==> config.mk <==
export PLATFORM = sky130hd
export DESIGN_NAME = spg_panel_cfg
export DESIGN_NICKNAME = d
export VERILOG_FILES = /design/src/spg_pkg.sv /design/src/spg_key.sv /design/src/spg_panel_cfg.sv
export VERILOG_INCLUDE_DIRS = /design/src
export SDC_FILE = /design/constraint.sdc
export NUM_CORES = 1
export LEC_CHECK = 0
export BUFFER_PORTS_ARGS = -buffer_cell sky130_fd_sc_hd__buf_2
export CAP_MARGIN = 10
export CORE_AREA = 2 2 187 263
export CTS_CLUSTER_DIAMETER = 60
export CTS_CLUSTER_SIZE = 25
export DETAILED_ROUTE_END_ITERATION = 8
export DIE_AREA = 0 0 189 265
export GPL_TIMING_DRIVEN = 0
export PLACE_DENSITY = 0.78
export SYNTH_ARGS = -nofsm -noshare
export SYNTH_HDL_FRONTEND = slang
export SYNTH_SLANG_ARGS = --single-unit
export TNS_END_PERCENT = 10
==> constraint.sdc <==
create_clock -name CLOCK -period 16.1 [get_ports CLOCK]
set_input_delay 0 -clock CLOCK [delete_from_list [all_inputs] [get_ports CLOCK]]
set_output_delay 0 -clock CLOCK [all_outputs]
set_load 0.02 [all_outputs]
==> src/spg_defs.svh <==
`ifndef SPG_DEFS_SVH
`define SPG_DEFS_SVH

// Clock and key hold timing.
`define SPG_CLK_PERIOD_NS  100
`define SPG_HOLD_TIME_MS   1000
`define SPG_HOLD_CYCLES    ((`SPG_HOLD_TIME_MS * 1000000 + \
                             `SPG_CLK_PERIOD_NS - 1) / `SPG_CLK_PERIOD_NS)

// Register byte offsets.
`define SPG_OFS_NUM_HI     8'h00
`define SPG_OFS_NUM_LO     8'h04
`define SPG_OFS_DEN_HI     8'h08
`define SPG_OFS_DEN_LO     8'h0c
`define SPG_OFS_ENC_KIND   8'h10
`define SPG_OFS_ABS_RES    8'h14
`define SPG_OFS_ALIAS      8'h18
`define SPG_OFS_NUM        8'h1c
`define SPG_OFS_DEN        8'h20
`define SPG_OFS_CTRL       8'h24
`define SPG_OFS_EDIT_SEL   8'h28
`define SPG_OFS_ALIAS_ACT  8'h2c
`define SPG_OFS_STATUS     8'h30

// Internal register indices.
`define SPG_IDX_NUM_HI     4'h0
`define SPG_IDX_NUM_LO     4'h1
`define SPG_IDX_DEN_HI     4'h2
`define SPG_IDX_DEN_LO     4'h3
`define SPG_IDX_ENC_KIND   4'h4
`define SPG_IDX_ABS_RES    4'h5
`define SPG_IDX_ALIAS      4'h6
`define SPG_IDX_NUM        4'h7
`define SPG_IDX_DEN        4'h8
`define SPG_IDX_CTRL       4'h9
`define SPG_IDX_EDIT_SEL   4'ha
`define SPG_IDX_ALIAS_ACT  4'hb
`define SPG_IDX_STATUS     4'hc
`define SPG_IDX_NONE       4'hf

// Reset values of the parameter words.
`define SPG_NUM_HI_RST     16'h000d
`define SPG_NUM_LO_RST     16'h0430
`define SPG_DEN_HI_RST     16'h0001
`define SPG_DEN_LO_RST     16'h0000
`define SPG_ENC_KIND_RST   16'h0002
`define SPG_ABS_RES_RST    16'h0000
`define SPG_ALIAS_RST      16'h0000
`define SPG_EDIT_SEL_RST   4'h0

// Value limits and gear scaling.
`define SPG_GEAR_SCALE     27'h0002710
`define SPG_HI_MAX         32'h0000_2710
`define SPG_LO_MAX         32'h0000_270f
`define SPG_ENC_MIN        32'h0000_0001
`define SPG_ENC_MAX        32'h0000_0004
`define SPG_RES_MAX        32'h0000_0002
`define SPG_ALIAS_MAX      32'h0000_ffff
`define SPG_COMPOSED_MAX   32'h05f6_080f
`define SPG_EDIT_SEL_MAX   4'h6
`define SPG_CTRL_RESTORE   0

// Encoder kinds and word widths.
`define SPG_ENC_SINGLE_INC 16'h0001
`define SPG_ENC_MULTI_ABS  16'h0002
`define SPG_ENC_MULTI_INC  16'h0003
`define SPG_ENC_ABS_NOTURN 16'h0004
`define SPG_RES_17         16'h0000
`define SPG_RES_20         16'h0001
`define SPG_BITS_17        5'h11
`define SPG_BITS_20        5'h14
`define SPG_BITS_23        5'h17

// Segment patterns, bit order gfedcba, active high.
`define SPG_SEG_B          7'h7c
`define SPG_SEG_O          7'h3f
`define SPG_SEG_N          7'h54
`define SPG_SEG_DASH       7'h40
`define SPG_SEG_PORT0      7'h20
`define SPG_SEG_PORT1      7'h02
`define SPG_MODE_MAX       8'h0a

// AXI responses.
`define SPG_RESP_OKAY      2'h0
`define SPG_RESP_SLVERR    2'h2

`endif

==> src/spg_pkg.sv <==
package spg_pkg;
  typedef enum logic [1:0] {PNL_BROWSE, PNL_EDIT, PNL_COMMIT} spg_panel_e;
  typedef logic [15:0] spg_word_t;
  typedef logic [3:0]  spg_idx_t;
endpackage

==> src/spg_key.sv <==
`timescale 1ns/1ps
`include "spg_defs.svh"
module spg_key #(
  parameter int unsigned HOLD_CYCLES = `SPG_HOLD_CYCLES
) (
  input  logic clk,
  input  logic rst,
  input  logic key_pin,
  output logic press_pulse,
  output logic hold_pulse
);
  localparam int unsigned CW = $clog2(HOLD_CYCLES + 2);

  logic          sync1_q;
  logic          sync2_q;
  logic          lvl_q;
  logic [CW-1:0] cnt_q;

  if (HOLD_CYCLES < 1) begin : g_bad_hold
    $error("HOLD_CYCLES must be at least one");
  end

  always_ff @(posedge clk) begin
    if (rst) begin
      sync1_q <= 1'b0;
      sync2_q <= 1'b0;
    end else begin
      sync1_q <= key_pin;
      sync2_q <= sync1_q;
    end
  end

  always_ff @(posedge clk) begin
    if (rst) begin
      lvl_q <= 1'b0;
    end else begin
      lvl_q <= sync2_q;
    end
  end

  // The count saturates one past the limit, so a long hold fires once.
  always_ff @(posedge clk) begin
    if (rst || !sync2_q) begin
      cnt_q <= '0;
    end else if (cnt_q != CW'(HOLD_CYCLES + 1)) begin
      cnt_q <= cnt_q + CW'(1);
    end
  end

  assign press_pulse = sync2_q && !lvl_q;
  assign hold_pulse  = sync2_q && (cnt_q == CW'(HOLD_CYCLES));
endmodule

==> src/spg_panel_cfg.sv <==
// What this block does
// - Numerator is high word times 10000 plus low
// - Denominator is high word times 10000 plus low
// - Composed numerator equals gear object numerator
// - Composed denominator equals gear object denominator
// - Encoder kind accepts only values one to four
// - Kind four ignores turn count in position
// - Resolution selects 17, 20 or 23 bits
// - Second digit shows one-hot slave state code
// - Slave state fault shows B on digit two
// - Third digit shows operating mode zero to ten
// - Mode zero means unset, eight means cyclic position
// - First digit lights one segment per linked port
// - Digits four, five show disabled or On
// - Long confirm hold opens the value editor
// - Long confirm hold commits the edited value
// - Factory restore returns all parameters to defaults
// - Station alias is loaded only at power-on; RST resets p_q[6] to 0 first, so alias edits never take effect
//
// Design decisions made here: the AXI4-Lite register port and the address map.
`timescale 1ns/1ps
`include "spg_defs.svh"
module spg_panel_cfg #(
  parameter int unsigned HOLD_CYCLES = `SPG_HOLD_CYCLES
) (
  input  logic              CLOCK,
  input  logic              RST,
  input  logic [7:0]        AWADDR,
  input  logic              AWVALID,
  output logic              AWREADY,
  input  logic [31:0]       WDATA,
  input  logic [3:0]        WSTRB,
  input  logic              WVALID,
  output logic              WREADY,
  output logic [1:0]        BRESP,
  output logic              BVALID,
  input  logic              BREADY,
  input  logic [7:0]        ARADDR,
  input  logic              ARVALID,
  output logic              ARREADY,
  output logic [31:0]       RDATA,
  output logic [1:0]        RRESP,
  output logic              RVALID,
  input  logic              RREADY,
  input  logic              KEY_CONFIRM_PIN,
  input  logic              KEY_UP_PIN,
  input  logic              KEY_DOWN_PIN,
  input  logic              PORT0_LINK,
  input  logic              PORT1_LINK,
  input  logic [3:0]        SM_STATE,
  input  logic              SM_FAULT,
  input  logic [7:0]        OP_MODE,
  input  logic              DRIVE_ENABLED,
  output logic [6:0]        DIGIT1,
  output logic [6:0]        DIGIT2,
  output logic [6:0]        DIGIT3,
  output logic [6:0]        DIGIT4,
  output logic [6:0]        DIGIT5,
  output logic [26:0]       GEAR_NUMERATOR,
  output logic [26:0]       GEAR_DENOMINATOR,
  output logic              ENC_ABSOLUTE,
  output logic              ENC_MULTI_TURN,
  output logic              ENC_IGNORE_TURNS,
  output logic [4:0]        ENC_WORD_BITS,
  output spg_pkg::spg_word_t STATION_ALIAS
);
  import spg_pkg::*;

  ////////////////////////////////////////////////////////////////////////////
  spg_word_t   p_q [0:6];
  spg_panel_e  pnl_q;
  spg_word_t   edit_val_q;
  spg_idx_t    edit_sel_q;
  logic        load_pend_q;
  logic        aw_ok_q;
  logic        w_ok_q;
  logic [7:0]  awaddr_q;
  logic [31:0] wdata_q;
  logic [3:0]  wstrb_q;
  logic        axi_wr;
  spg_idx_t    aw_idx;
  spg_idx_t    ar_idx;
  logic        wr_go;
  spg_idx_t    wr_idx;
  logic [31:0] wr_val;
  logic        wr_ok;
  logic        restore;
  logic [26:0] gear_num_c;
  logic [26:0] gear_den_c;
  logic        conf_hold;
  logic        up_press;
  logic        dn_press;

  function automatic spg_idx_t addr_idx(input logic [7:0] a);
    case (a)
      `SPG_OFS_NUM_HI:    addr_idx = `SPG_IDX_NUM_HI;
      `SPG_OFS_NUM_LO:    addr_idx = `SPG_IDX_NUM_LO;
      `SPG_OFS_DEN_HI:    addr_idx = `SPG_IDX_DEN_HI;
      `SPG_OFS_DEN_LO:    addr_idx = `SPG_IDX_DEN_LO;
      `SPG_OFS_ENC_KIND:  addr_idx = `SPG_IDX_ENC_KIND;
      `SPG_OFS_ABS_RES:   addr_idx = `SPG_IDX_ABS_RES;
      `SPG_OFS_ALIAS:     addr_idx = `SPG_IDX_ALIAS;
      `SPG_OFS_NUM:       addr_idx = `SPG_IDX_NUM;
      `SPG_OFS_DEN:       addr_idx = `SPG_IDX_DEN;
      `SPG_OFS_CTRL:      addr_idx = `SPG_IDX_CTRL;
      `SPG_OFS_EDIT_SEL:  addr_idx = `SPG_IDX_EDIT_SEL;
      `SPG_OFS_ALIAS_ACT: addr_idx = `SPG_IDX_ALIAS_ACT;
      `SPG_OFS_STATUS:    addr_idx = `SPG_IDX_STATUS;
      default:            addr_idx = `SPG_IDX_NONE;
    endcase
  endfunction

  // Out-of-range writes are refused whole; the stored word is kept.
  function automatic logic in_range(input spg_idx_t i, input logic [31:0] v);
    case (i)
      `SPG_IDX_NUM_HI, `SPG_IDX_DEN_HI: in_range = v <= `SPG_HI_MAX;
      `SPG_IDX_NUM_LO, `SPG_IDX_DEN_LO: in_range = v <= `SPG_LO_MAX;
      `SPG_IDX_ENC_KIND: in_range = v >= `SPG_ENC_MIN && v <= `SPG_ENC_MAX;
      `SPG_IDX_ABS_RES:  in_range = v <= `SPG_RES_MAX;
      `SPG_IDX_ALIAS:    in_range = v <= `SPG_ALIAS_MAX;
      `SPG_IDX_NUM, `SPG_IDX_DEN: in_range = v <= `SPG_COMPOSED_MAX;
      default:           in_range = 1'b0;
    endcase
  endfunction

  function automatic spg_word_t rst_val(input logic [2:0] i);
    case (i)
      3'h0:    rst_val = `SPG_NUM_HI_RST;
      3'h1:    rst_val = `SPG_NUM_LO_RST;
      3'h2:    rst_val = `SPG_DEN_HI_RST;
      3'h3:    rst_val = `SPG_DEN_LO_RST;
      3'h4:    rst_val = `SPG_ENC_KIND_RST;
      3'h5:    rst_val = `SPG_ABS_RES_RST;
      default: rst_val = `SPG_ALIAS_RST;
    endcase
  endfunction

  function automatic logic [6:0] seg7(input logic [3:0] v);
    case (v)
      4'h0:    seg7 = 7'h3f;
      4'h1:    seg7 = 7'h06;
      4'h2:    seg7 = 7'h5b;
      4'h3:    seg7 = 7'h4f;
      4'h4:    seg7 = 7'h66;
      4'h5:    seg7 = 7'h6d;
      4'h6:    seg7 = 7'h7d;
      4'h7:    seg7 = 7'h07;
      4'h8:    seg7 = 7'h7f;
      4'h9:    seg7 = 7'h6f;
      4'ha:    seg7 = 7'h77;
      default: seg7 = `SPG_SEG_DASH;
    endcase
  endfunction

  ////////////////////////////////////////////////////////////////////////////
  spg_key #(.HOLD_CYCLES(HOLD_CYCLES)) u_key_confirm (
    .clk         (CLOCK),
    .rst         (RST),
    .key_pin     (KEY_CONFIRM_PIN),
    .press_pulse (),
    .hold_pulse  (conf_hold)
  );
  spg_key #(.HOLD_CYCLES(HOLD_CYCLES)) u_key_up (
    .clk         (CLOCK),
    .rst         (RST),
    .key_pin     (KEY_UP_PIN),
    .press_pulse (up_press),
    .hold_pulse  ()
  );
  spg_key #(.HOLD_CYCLES(HOLD_CYCLES)) u_key_down (
    .clk         (CLOCK),
    .rst         (RST),
    .key_pin     (KEY_DOWN_PIN),
    .press_pulse (dn_press),
    .hold_pulse  ()
  );

  ////////////////////////////////////////////////////////////////////////////
  // AXI4-Lite write side: address and data are taken in either order.
  assign AWREADY = !aw_ok_q && !BVALID;
  assign WREADY  = !w_ok_q && !BVALID;
  assign axi_wr  = aw_ok_q && w_ok_q && !BVALID;
  assign aw_idx  = addr_idx(awaddr_q);

  always_ff @(posedge CLOCK) begin
    if (RST || axi_wr) begin
      aw_ok_q <= 1'b0;
    end else if (AWVALID && AWREADY) begin
      aw_ok_q <= 1'b1;
    end
  end

  always_ff @(posedge CLOCK) begin
    if (RST) begin
      awaddr_q <= 8'h00;
    end else if (AWVALID && AWREADY) begin
      awaddr_q <= AWADDR;
    end
  end

  always_ff @(posedge CLOCK) begin
    if (RST || axi_wr) begin
      w_ok_q <= 1'b0;
    end else if (WVALID && WREADY) begin
      w_ok_q <= 1'b1;
    end
  end

  always_ff @(posedge CLOCK) begin
    if (RST) begin
      wdata_q <= 32'h0000_0000;
      wstrb_q <= 4'h0;
    end else if (WVALID && WREADY) begin
      wdata_q <= WDATA;
      wstrb_q <= WSTRB;
    end
  end

  // Partial-strobe writes are refused, as every field is taken whole.
  always_ff @(posedge CLOCK) begin
    if (RST) begin
      BVALID <= 1'b0;
      BRESP  <= `SPG_RESP_OKAY;
    end else if (axi_wr) begin
      BVALID <= 1'b1;
      if (wstrb_q == 4'hf && (in_range(aw_idx, wdata_q) ||
          aw_idx == `SPG_IDX_CTRL ||
          (aw_idx == `SPG_IDX_EDIT_SEL &&
           wdata_q <= {28'h0000000, `SPG_EDIT_SEL_MAX}))) begin
        BRESP <= `SPG_RESP_OKAY;
      end else begin
        BRESP <= `SPG_RESP_SLVERR;
      end
    end else if (BREADY) begin
      BVALID <= 1'b0;
    end
  end

  assign restore = axi_wr && wstrb_q == 4'hf && aw_idx == `SPG_IDX_CTRL &&
                   wdata_q[`SPG_CTRL_RESTORE];

  always_ff @(posedge CLOCK) begin
    if (RST) begin
      edit_sel_q <= `SPG_EDIT_SEL_RST;
    end else if (axi_wr && wstrb_q == 4'hf && aw_idx == `SPG_IDX_EDIT_SEL &&
                 wdata_q <= {28'h0000000, `SPG_EDIT_SEL_MAX}) begin
      edit_sel_q <= wdata_q[3:0];
    end
  end

  ////////////////////////////////////////////////////////////////////////////
  // Bus writes win over a panel commit, which then waits one more cycle.
  always_comb begin
    if (axi_wr) begin
      wr_go  = wstrb_q == 4'hf;
      wr_idx = aw_idx;
      wr_val = wdata_q;
    end else begin
      wr_go  = pnl_q == PNL_COMMIT;
      wr_idx = edit_sel_q;
      wr_val = {16'h0000, edit_val_q};
    end
    wr_ok = wr_go && in_range(wr_idx, wr_val);
  end

  always_ff @(posedge CLOCK) begin
    if (RST || restore) begin
      for (int i = 0; i < 7; i++) begin
        p_q[i] <= rst_val(3'(i));
      end
    end else if (wr_ok) begin
      if (wr_idx == `SPG_IDX_NUM) begin
        p_q[0] <= 16'(wr_val[26:0] / `SPG_GEAR_SCALE);
        p_q[1] <= 16'(wr_val[26:0] % `SPG_GEAR_SCALE);
      end else if (wr_idx == `SPG_IDX_DEN) begin
        p_q[2] <= 16'(wr_val[26:0] / `SPG_GEAR_SCALE);
        p_q[3] <= 16'(wr_val[26:0] % `SPG_GEAR_SCALE);
      end else begin
        p_q[wr_idx[2:0]] <= wr_val[15:0];
      end
    end
  end

  assign gear_num_c = 27'(p_q[0]) * `SPG_GEAR_SCALE + 27'(p_q[1]);
  assign gear_den_c = 27'(p_q[2]) * `SPG_GEAR_SCALE + 27'(p_q[3]);

  always_ff @(posedge CLOCK) begin
    if (RST) begin
      GEAR_NUMERATOR   <= 27'h0000000;
      GEAR_DENOMINATOR <= 27'h0000000;
    end else begin
      GEAR_NUMERATOR   <= gear_num_c;
      GEAR_DENOMINATOR <= gear_den_c;
    end
  end

  always_ff @(posedge CLOCK) begin
    if (RST) begin
      ENC_ABSOLUTE     <= 1'b0;
      ENC_MULTI_TURN   <= 1'b0;
      ENC_IGNORE_TURNS <= 1'b0;
      ENC_WORD_BITS    <= `SPG_BITS_17;
    end else begin
      ENC_ABSOLUTE     <= p_q[4] == `SPG_ENC_MULTI_ABS ||
                          p_q[4] == `SPG_ENC_ABS_NOTURN;
      ENC_MULTI_TURN   <= p_q[4] != `SPG_ENC_SINGLE_INC;
      ENC_IGNORE_TURNS <= p_q[4] == `SPG_ENC_ABS_NOTURN;
      ENC_WORD_BITS    <= p_q[5] == `SPG_RES_17 ? `SPG_BITS_17 :
                          p_q[5] == `SPG_RES_20 ? `SPG_BITS_20 :
                          `SPG_BITS_23;
    end
  end

  // Alias edits never take effect: RST restores p_q[6] to its default before the one load.
  always_ff @(posedge CLOCK) begin
    if (RST) begin
      load_pend_q <= 1'b1;
    end else begin
      load_pend_q <= 1'b0;
    end
  end

  always_ff @(posedge CLOCK) begin
    if (RST) begin
      STATION_ALIAS <= `SPG_ALIAS_RST;
    end else if (load_pend_q) begin
      STATION_ALIAS <= p_q[6];
    end
  end

  ////////////////////////////////////////////////////////////////////////////
  always_ff @(posedge CLOCK) begin
    if (RST) begin
      pnl_q <= PNL_BROWSE;
    end else begin
      unique case (pnl_q)
        PNL_BROWSE: if (conf_hold) pnl_q <= PNL_EDIT;
        PNL_EDIT:   if (conf_hold) pnl_q <= PNL_COMMIT;
        PNL_COMMIT: if (!axi_wr) pnl_q <= PNL_BROWSE;
      endcase
    end
  end

  always_ff @(posedge CLOCK) begin
    if (RST) begin
      edit_val_q <= 16'h0000;
    end else if (pnl_q == PNL_BROWSE && conf_hold) begin
      edit_val_q <= p_q[edit_sel_q[2:0]];
    end else if (pnl_q == PNL_EDIT && up_press) begin
      edit_val_q <= edit_val_q + 16'h0001;
    end else if (pnl_q == PNL_EDIT && dn_press) begin
      edit_val_q <= edit_val_q - 16'h0001;
    end
  end

  ////////////////////////////////////////////////////////////////////////////
  // Digits follow the live inputs every cycle, whatever page is edited.
  always_ff @(posedge CLOCK) begin
    if (RST) begin
      DIGIT1 <= 7'h00;
      DIGIT2 <= `SPG_SEG_DASH;
      DIGIT3 <= `SPG_SEG_DASH;
      DIGIT4 <= `SPG_SEG_DASH;
      DIGIT5 <= `SPG_SEG_DASH;
    end else begin
      DIGIT1 <= (PORT0_LINK ? `SPG_SEG_PORT0 : 7'h00) |
                (PORT1_LINK ? `SPG_SEG_PORT1 : 7'h00);
      DIGIT2 <= SM_FAULT ? `SPG_SEG_B : seg7(SM_STATE);
      DIGIT3 <= OP_MODE > `SPG_MODE_MAX ? `SPG_SEG_DASH :
                seg7(OP_MODE[3:0]);
      DIGIT4 <= DRIVE_ENABLED ? `SPG_SEG_O : `SPG_SEG_DASH;
      DIGIT5 <= DRIVE_ENABLED ? `SPG_SEG_N : `SPG_SEG_DASH;
    end
  end

  ////////////////////////////////////////////////////////////////////////////
  assign ARREADY = !RVALID;
  assign ar_idx  = addr_idx(ARADDR);

  always_ff @(posedge CLOCK) begin
    if (RST) begin
      RVALID <= 1'b0;
      RDATA  <= 32'h0000_0000;
      RRESP  <= `SPG_RESP_OKAY;
    end else if (ARVALID && ARREADY) begin
      RVALID <= 1'b1;
      RRESP  <= `SPG_RESP_OKAY;
      RDATA  <= 32'h0000_0000;
      if (ar_idx <= `SPG_IDX_ALIAS) begin
        RDATA <= {16'h0000, p_q[ar_idx[2:0]]};
      end else if (ar_idx == `SPG_IDX_NUM) begin
        RDATA <= {5'h00, GEAR_NUMERATOR};
      end else if (ar_idx == `SPG_IDX_DEN) begin
        RDATA <= {5'h00, GEAR_DENOMINATOR};
      end else if (ar_idx == `SPG_IDX_EDIT_SEL) begin
        RDATA <= {28'h0000000, edit_sel_q};
      end else if (ar_idx == `SPG_IDX_ALIAS_ACT) begin
        RDATA <= {16'h0000, STATION_ALIAS};
      end else if (ar_idx == `SPG_IDX_STATUS) begin
        RDATA <= {edit_val_q, 6'h00, pnl_q, DRIVE_ENABLED, SM_FAULT,
                  SM_STATE, PORT1_LINK, PORT0_LINK};
      end else if (ar_idx == `SPG_IDX_NONE) begin
        RRESP <= `SPG_RESP_SLVERR;
      end
    end else if (RREADY) begin
      RVALID <= 1'b0;
    end
  end
endmodule

==> flow_summary_export.csv <==
group,metric,value,unit
outcome,status,"completed",
yosys,yosysSeqAreaShare,29.3,%
yosys,synth_ff_type,"dfxtp_1",
worst_setup_path,cp_num_buf_inv,4,
clock_network,clkLatencyLatePin,0.58,ns
final_layout,drive_above_1_share,12.0,%
routing,antenna_left,0,
routing,met1_length,35100,um
power,p_total,4.21,mW
yosys,async_flop_share,0,%
clock_network,cts_sinks,366,
grt,track_usage,39.8,%
timing,worst_pin_slew,1.28,ns
worst_setup_path,endpoint_kind,"flop",
die,rows,95,
yosys,synth_seq_cells,366,
yosys,avgSynthCellArea,8.54,um2
worst_setup_path,crit_family,"compound AO/OA/AOI/OAI gates",
grt,grt_first_pass_wirelength,153000,um
timing,drv_slew,0,
grt,grt_pass1_vias,26801,
timing,fmax,66.7,MHz
worst_setup_path,reg2reg_to,"p_q[3][13]$_DFFE_PP_",
worst_setup_path,cp_slowest_stage_delay,0.73,ns
worst_setup_path,start_kind,"flop",
place,gp_congestion,0.995,
worst_setup_path,crit_type,"flop to flop",
die,dieArea,50100,um2
routing,vias_per_cell,6.31,
routing,via_count,28191,
timing,whs,0.0333,ns
die,ioPinCount,232,
grt,grt_max_degree,27,
clock_network,clk_pin_slew_worst_paths,0.09,ns
timing,setup_tns,0,ns
yosys,synth_edf_count,128,
job,cap_violations,0,
timing,hold_viol_final,0,
grt,antenna_found_initial,0,
timing,rsz0062_at_grt,"false",
routing,top_layer_used,"met4",
yosys,ys_warn_count,0,
final_layout,fin_nets,4151,
clock_network,numCtsBuffers,22,
routing,dr.pass1.iters,8,
worst_setup_path,r2r-start,"wdata_q[20]$_SDFFE_PP0P_",
die,core_region_area,47700,um2
power,p_leak,13.8,nW
final_layout,num_antenna_cells,0,
timing,setup_violations,0,
worst_setup_path,crit_path_max_fanout,10,
worst_setup_path,cp_data_required_time,16.42,ns
routing,routed-wl-met3,7760,um
worst_setup_path,r2r_cells,47,
final_layout,multiInputGateArea,19100,um2
final_layout,utilization,69.3,%
die,die_w,189,um
timing,finalCriticalPeriod,15.00,ns
routing,wl_per_cell,22.7,um
timing,min_period_over_period,93.1,%
worst_hold_path,holdPathStages,4,
clock_network,cts.htree.levels,1,
routing,routed_wl,101000,um
place,port_buffers,215,
power,power_density,127,nW/um2
worst_hold_path,holdCritPathClass,"input pin to flop",
die,die_h,265,um
final_layout,fillers,4059,
routing,drtIter0Drc,2550,
routing,drcViolationCount,0,
final_layout,layout.area.seq,8610,um2
grt,gr-total-overflow,0,
yosys,synth_cell_type_count,127,
timing,slew_headroom,14.1,%
clock_network,cts-root-buf,"clkbuf_16",
worst_hold_path,min_to,"RDATA[7]$_SDFFE_PP0P_",
place,hpwl,80700,um
worst_setup_path,cpMaxStageDelayCell,"o211ai_1",
power,vdd_drop_max,0.000131,V
final_layout,area_delta_synth_final,12.5,%
yosys,synth_area,29300,um2
worst_setup_path,cp.arrival,15.31,ns
die,initial_core_util,61.5,%
worst_setup_path,rrSetupSlack,1.10,ns
worst_hold_path,hold_start,"ARADDR[5]",
clock_network,post_cts_buffers,0,
clock_network,cts_tree,"done",
yosys,synth_cells,3436,
timing,finalClockSkew,0.0180,ns
routing,wl_met2,49500,um
clock_network,clock_path_buffers,3,
-- cells in the mapped netlist, types with 29 or more instances --
| cell | count | share of area [%] |
|---|---|---|
| a21oi_1 | 229 | 3.9 |
| edfxtp_1 | 128 | 13 |
| buf_4 | 29 | 0.74 |
| inv_1 | 291 | 3.7 |
| nor2b_1 | 42 | 0.90 |
| dfxtp_1 | 238 | 16 |
| mux2i_1 | 64 | 2.2 |
| o211ai_1 | 42 | 1.1 |
| nand2b_1 | 34 | 0.73 |
| nor3_1 | 73 | 1.2 |
| o22ai_1 | 40 | 0.85 |
| nand2_1 | 408 | 5.2 |
| nand3_1 | 78 | 1.3 |
| fa_1 | 73 | 5.0 |
| xnor2_1 | 115 | 3.4 |
| a31oi_1 | 34 | 0.73 |
| clkbuf_1 | 110 | 1.4 |
| o21ai_0 | 114 | 1.9 |
| mux4_2 | 32 | 2.5 |
| ha_1 | 178 | 7.6 |
| and3_1 | 53 | 1.1 |
| o21bai_1 | 41 | 1.0 |
| nor2_1 | 311 | 4.0 |
| or3_1 | 38 | 0.81 |
| a211oi_1 | 50 | 1.3 |
| xor2_1 | 45 | 1.3 |
-- layout make-up --
class | instances | share of cell area, %
timing repair buffer | 299 | 5.79
inverter | 291 | 3.31
clock inverter | 11 | 0.398
sequential | 366 | 26.1
clock buffer | 27 | 1.79
tap | 630 | 2.39
multi-input combinational | 2667 | 57.8
buffer | 175 | 2.49
-- what timing repair did --
item	4_1_cts	5_1_grt
hold endpoints to repair	74	0
setup endpoints to repair	0	4
gates resized for setup	0	1
hold buffers	81	0
-- cells by family (layout without fill, tap and decap cells) --
kind of cell             count (synthesis)  in the layout  synth area share [%]
AND/OR/NAND/NOR                       1207           1207                  19.6
multiplexers                           112            112                  5.30
flip-flops                             366            366                  29.3
AO/OA/AOI/OAI                          859            859                  21.2
other                                    2             65                0.0256
XOR/XNOR                               167            167                  5.28
buffers and inverters                  466            803                  6.53
adder cells (fa/ha/maj)                257            257                  12.8
-- per-layer routing --
metal | up-vias | global-route usage, %
met5 | - | 0
met4 | 0 | 30.0
met3 | 438 | 4.77
met2 | 1410 | 70.1
met1 | 13299 | 43.7
li1 | 13044 | -
-- cell usage in the layout (no fill, tap or decap), types with 23 or more instances in the layout --
master	instances
nand4_1	27
nor2b_1	42
nor3_1	72
o21bai_1	41
ha_1	178
and3_1	53
clkbuf_1	114
o22ai_1	40
clkbuf_16	23
or3_1	38
a21oi_1	228
nand2b_1	34
nand2_1	408
xnor2_1	115
nor4_1	27
buf_2	231
dfxtp_1	238
o211ai_1	42
dlygate4sd3_1	81
mux2i_1	64
inv_1	291
mux4_2	32
fa_1	73
xor2_1	45
a211oi_1	50
a21o_1	26
a31oi_1	34
nor2_1	311
conb_1	65
buf_4	30
edfxtp_1	128
o21ai_0	113
nand3_1	78
-- registers in the layout, summed over array words and instances (netlist names), 2 cells and up, named ones only --
name,cells
u_key_confirm.cnt_q,24
pnl_q,2
GEAR_DENOMINATOR,27
p_q,128
STATION_ALIAS,16
wstrb_q,4
GEAR_NUMERATOR,27
wdata_q,32
DIGIT3,7
edit_val_q,16
edit_sel_q,4
DIGIT1,2
awaddr_q,8
RDATA,32
DIGIT4,2
ENC_WORD_BITS,3
DIGIT2,7
-- worst register-to-register path: cells and delay by family (launching register included) --
family          cells  cell delay [ns]
simple gates        8             1.80
xor+xnor            2             0.43
compound gates     29             9.95
buf+inv             4             0.78
mux                 3             1.18
fa+ha+maj           1             0.32
flops               1             0.31
-- power by group --
part / internal, mW / switching [mW] / total [mW]
sequential: 1.03 / 0.0982 / 1.13
combinational: 0.937 / 1.51 / 2.45
clock: 0.278 / 0.353 / 0.631
total: 2.24 / 1.97 / 4.21
-- worst max-delay path by stage --
stage,from,to,cells past startpoint
3_5_place_dp,wdata_q[20]$_SDFFE_PP0P_,p_q[3][13]$_DFFE_PP_,47
2_1_floorplan,wdata_q[19]$_SDFFE_PP0P_,p_q[3][13]$_DFFE_PP_,48
5_1_grt,wdata_q[20]$_SDFFE_PP0P_,p_q[3][13]$_DFFE_PP_,47
6_report,wdata_q[20]$_SDFFE_PP0P_,p_q[3][13]$_DFFE_PP_,47
3_3_place_gp,wdata_q[20]$_SDFFE_PP0P_,p_q[3][13]$_DFFE_PP_,47
4_1_cts,wdata_q[20]$_SDFFE_PP0P_,p_q[3][13]$_DFFE_PP_,47
-- stage by stage --
stage          std cells  instance area, um2  worst slack (ns)
2_1_floorplan       3499               29600              3.46
3_3_place_gp        4344               31400              1.37
3_5_place_dp        4346               31500              1.24
4_1_cts             4465               33000              1.23
5_1_grt             4466               33000            0.0285
6_report            4466               33000              1.10
Power figures use the tool's default switching activity.
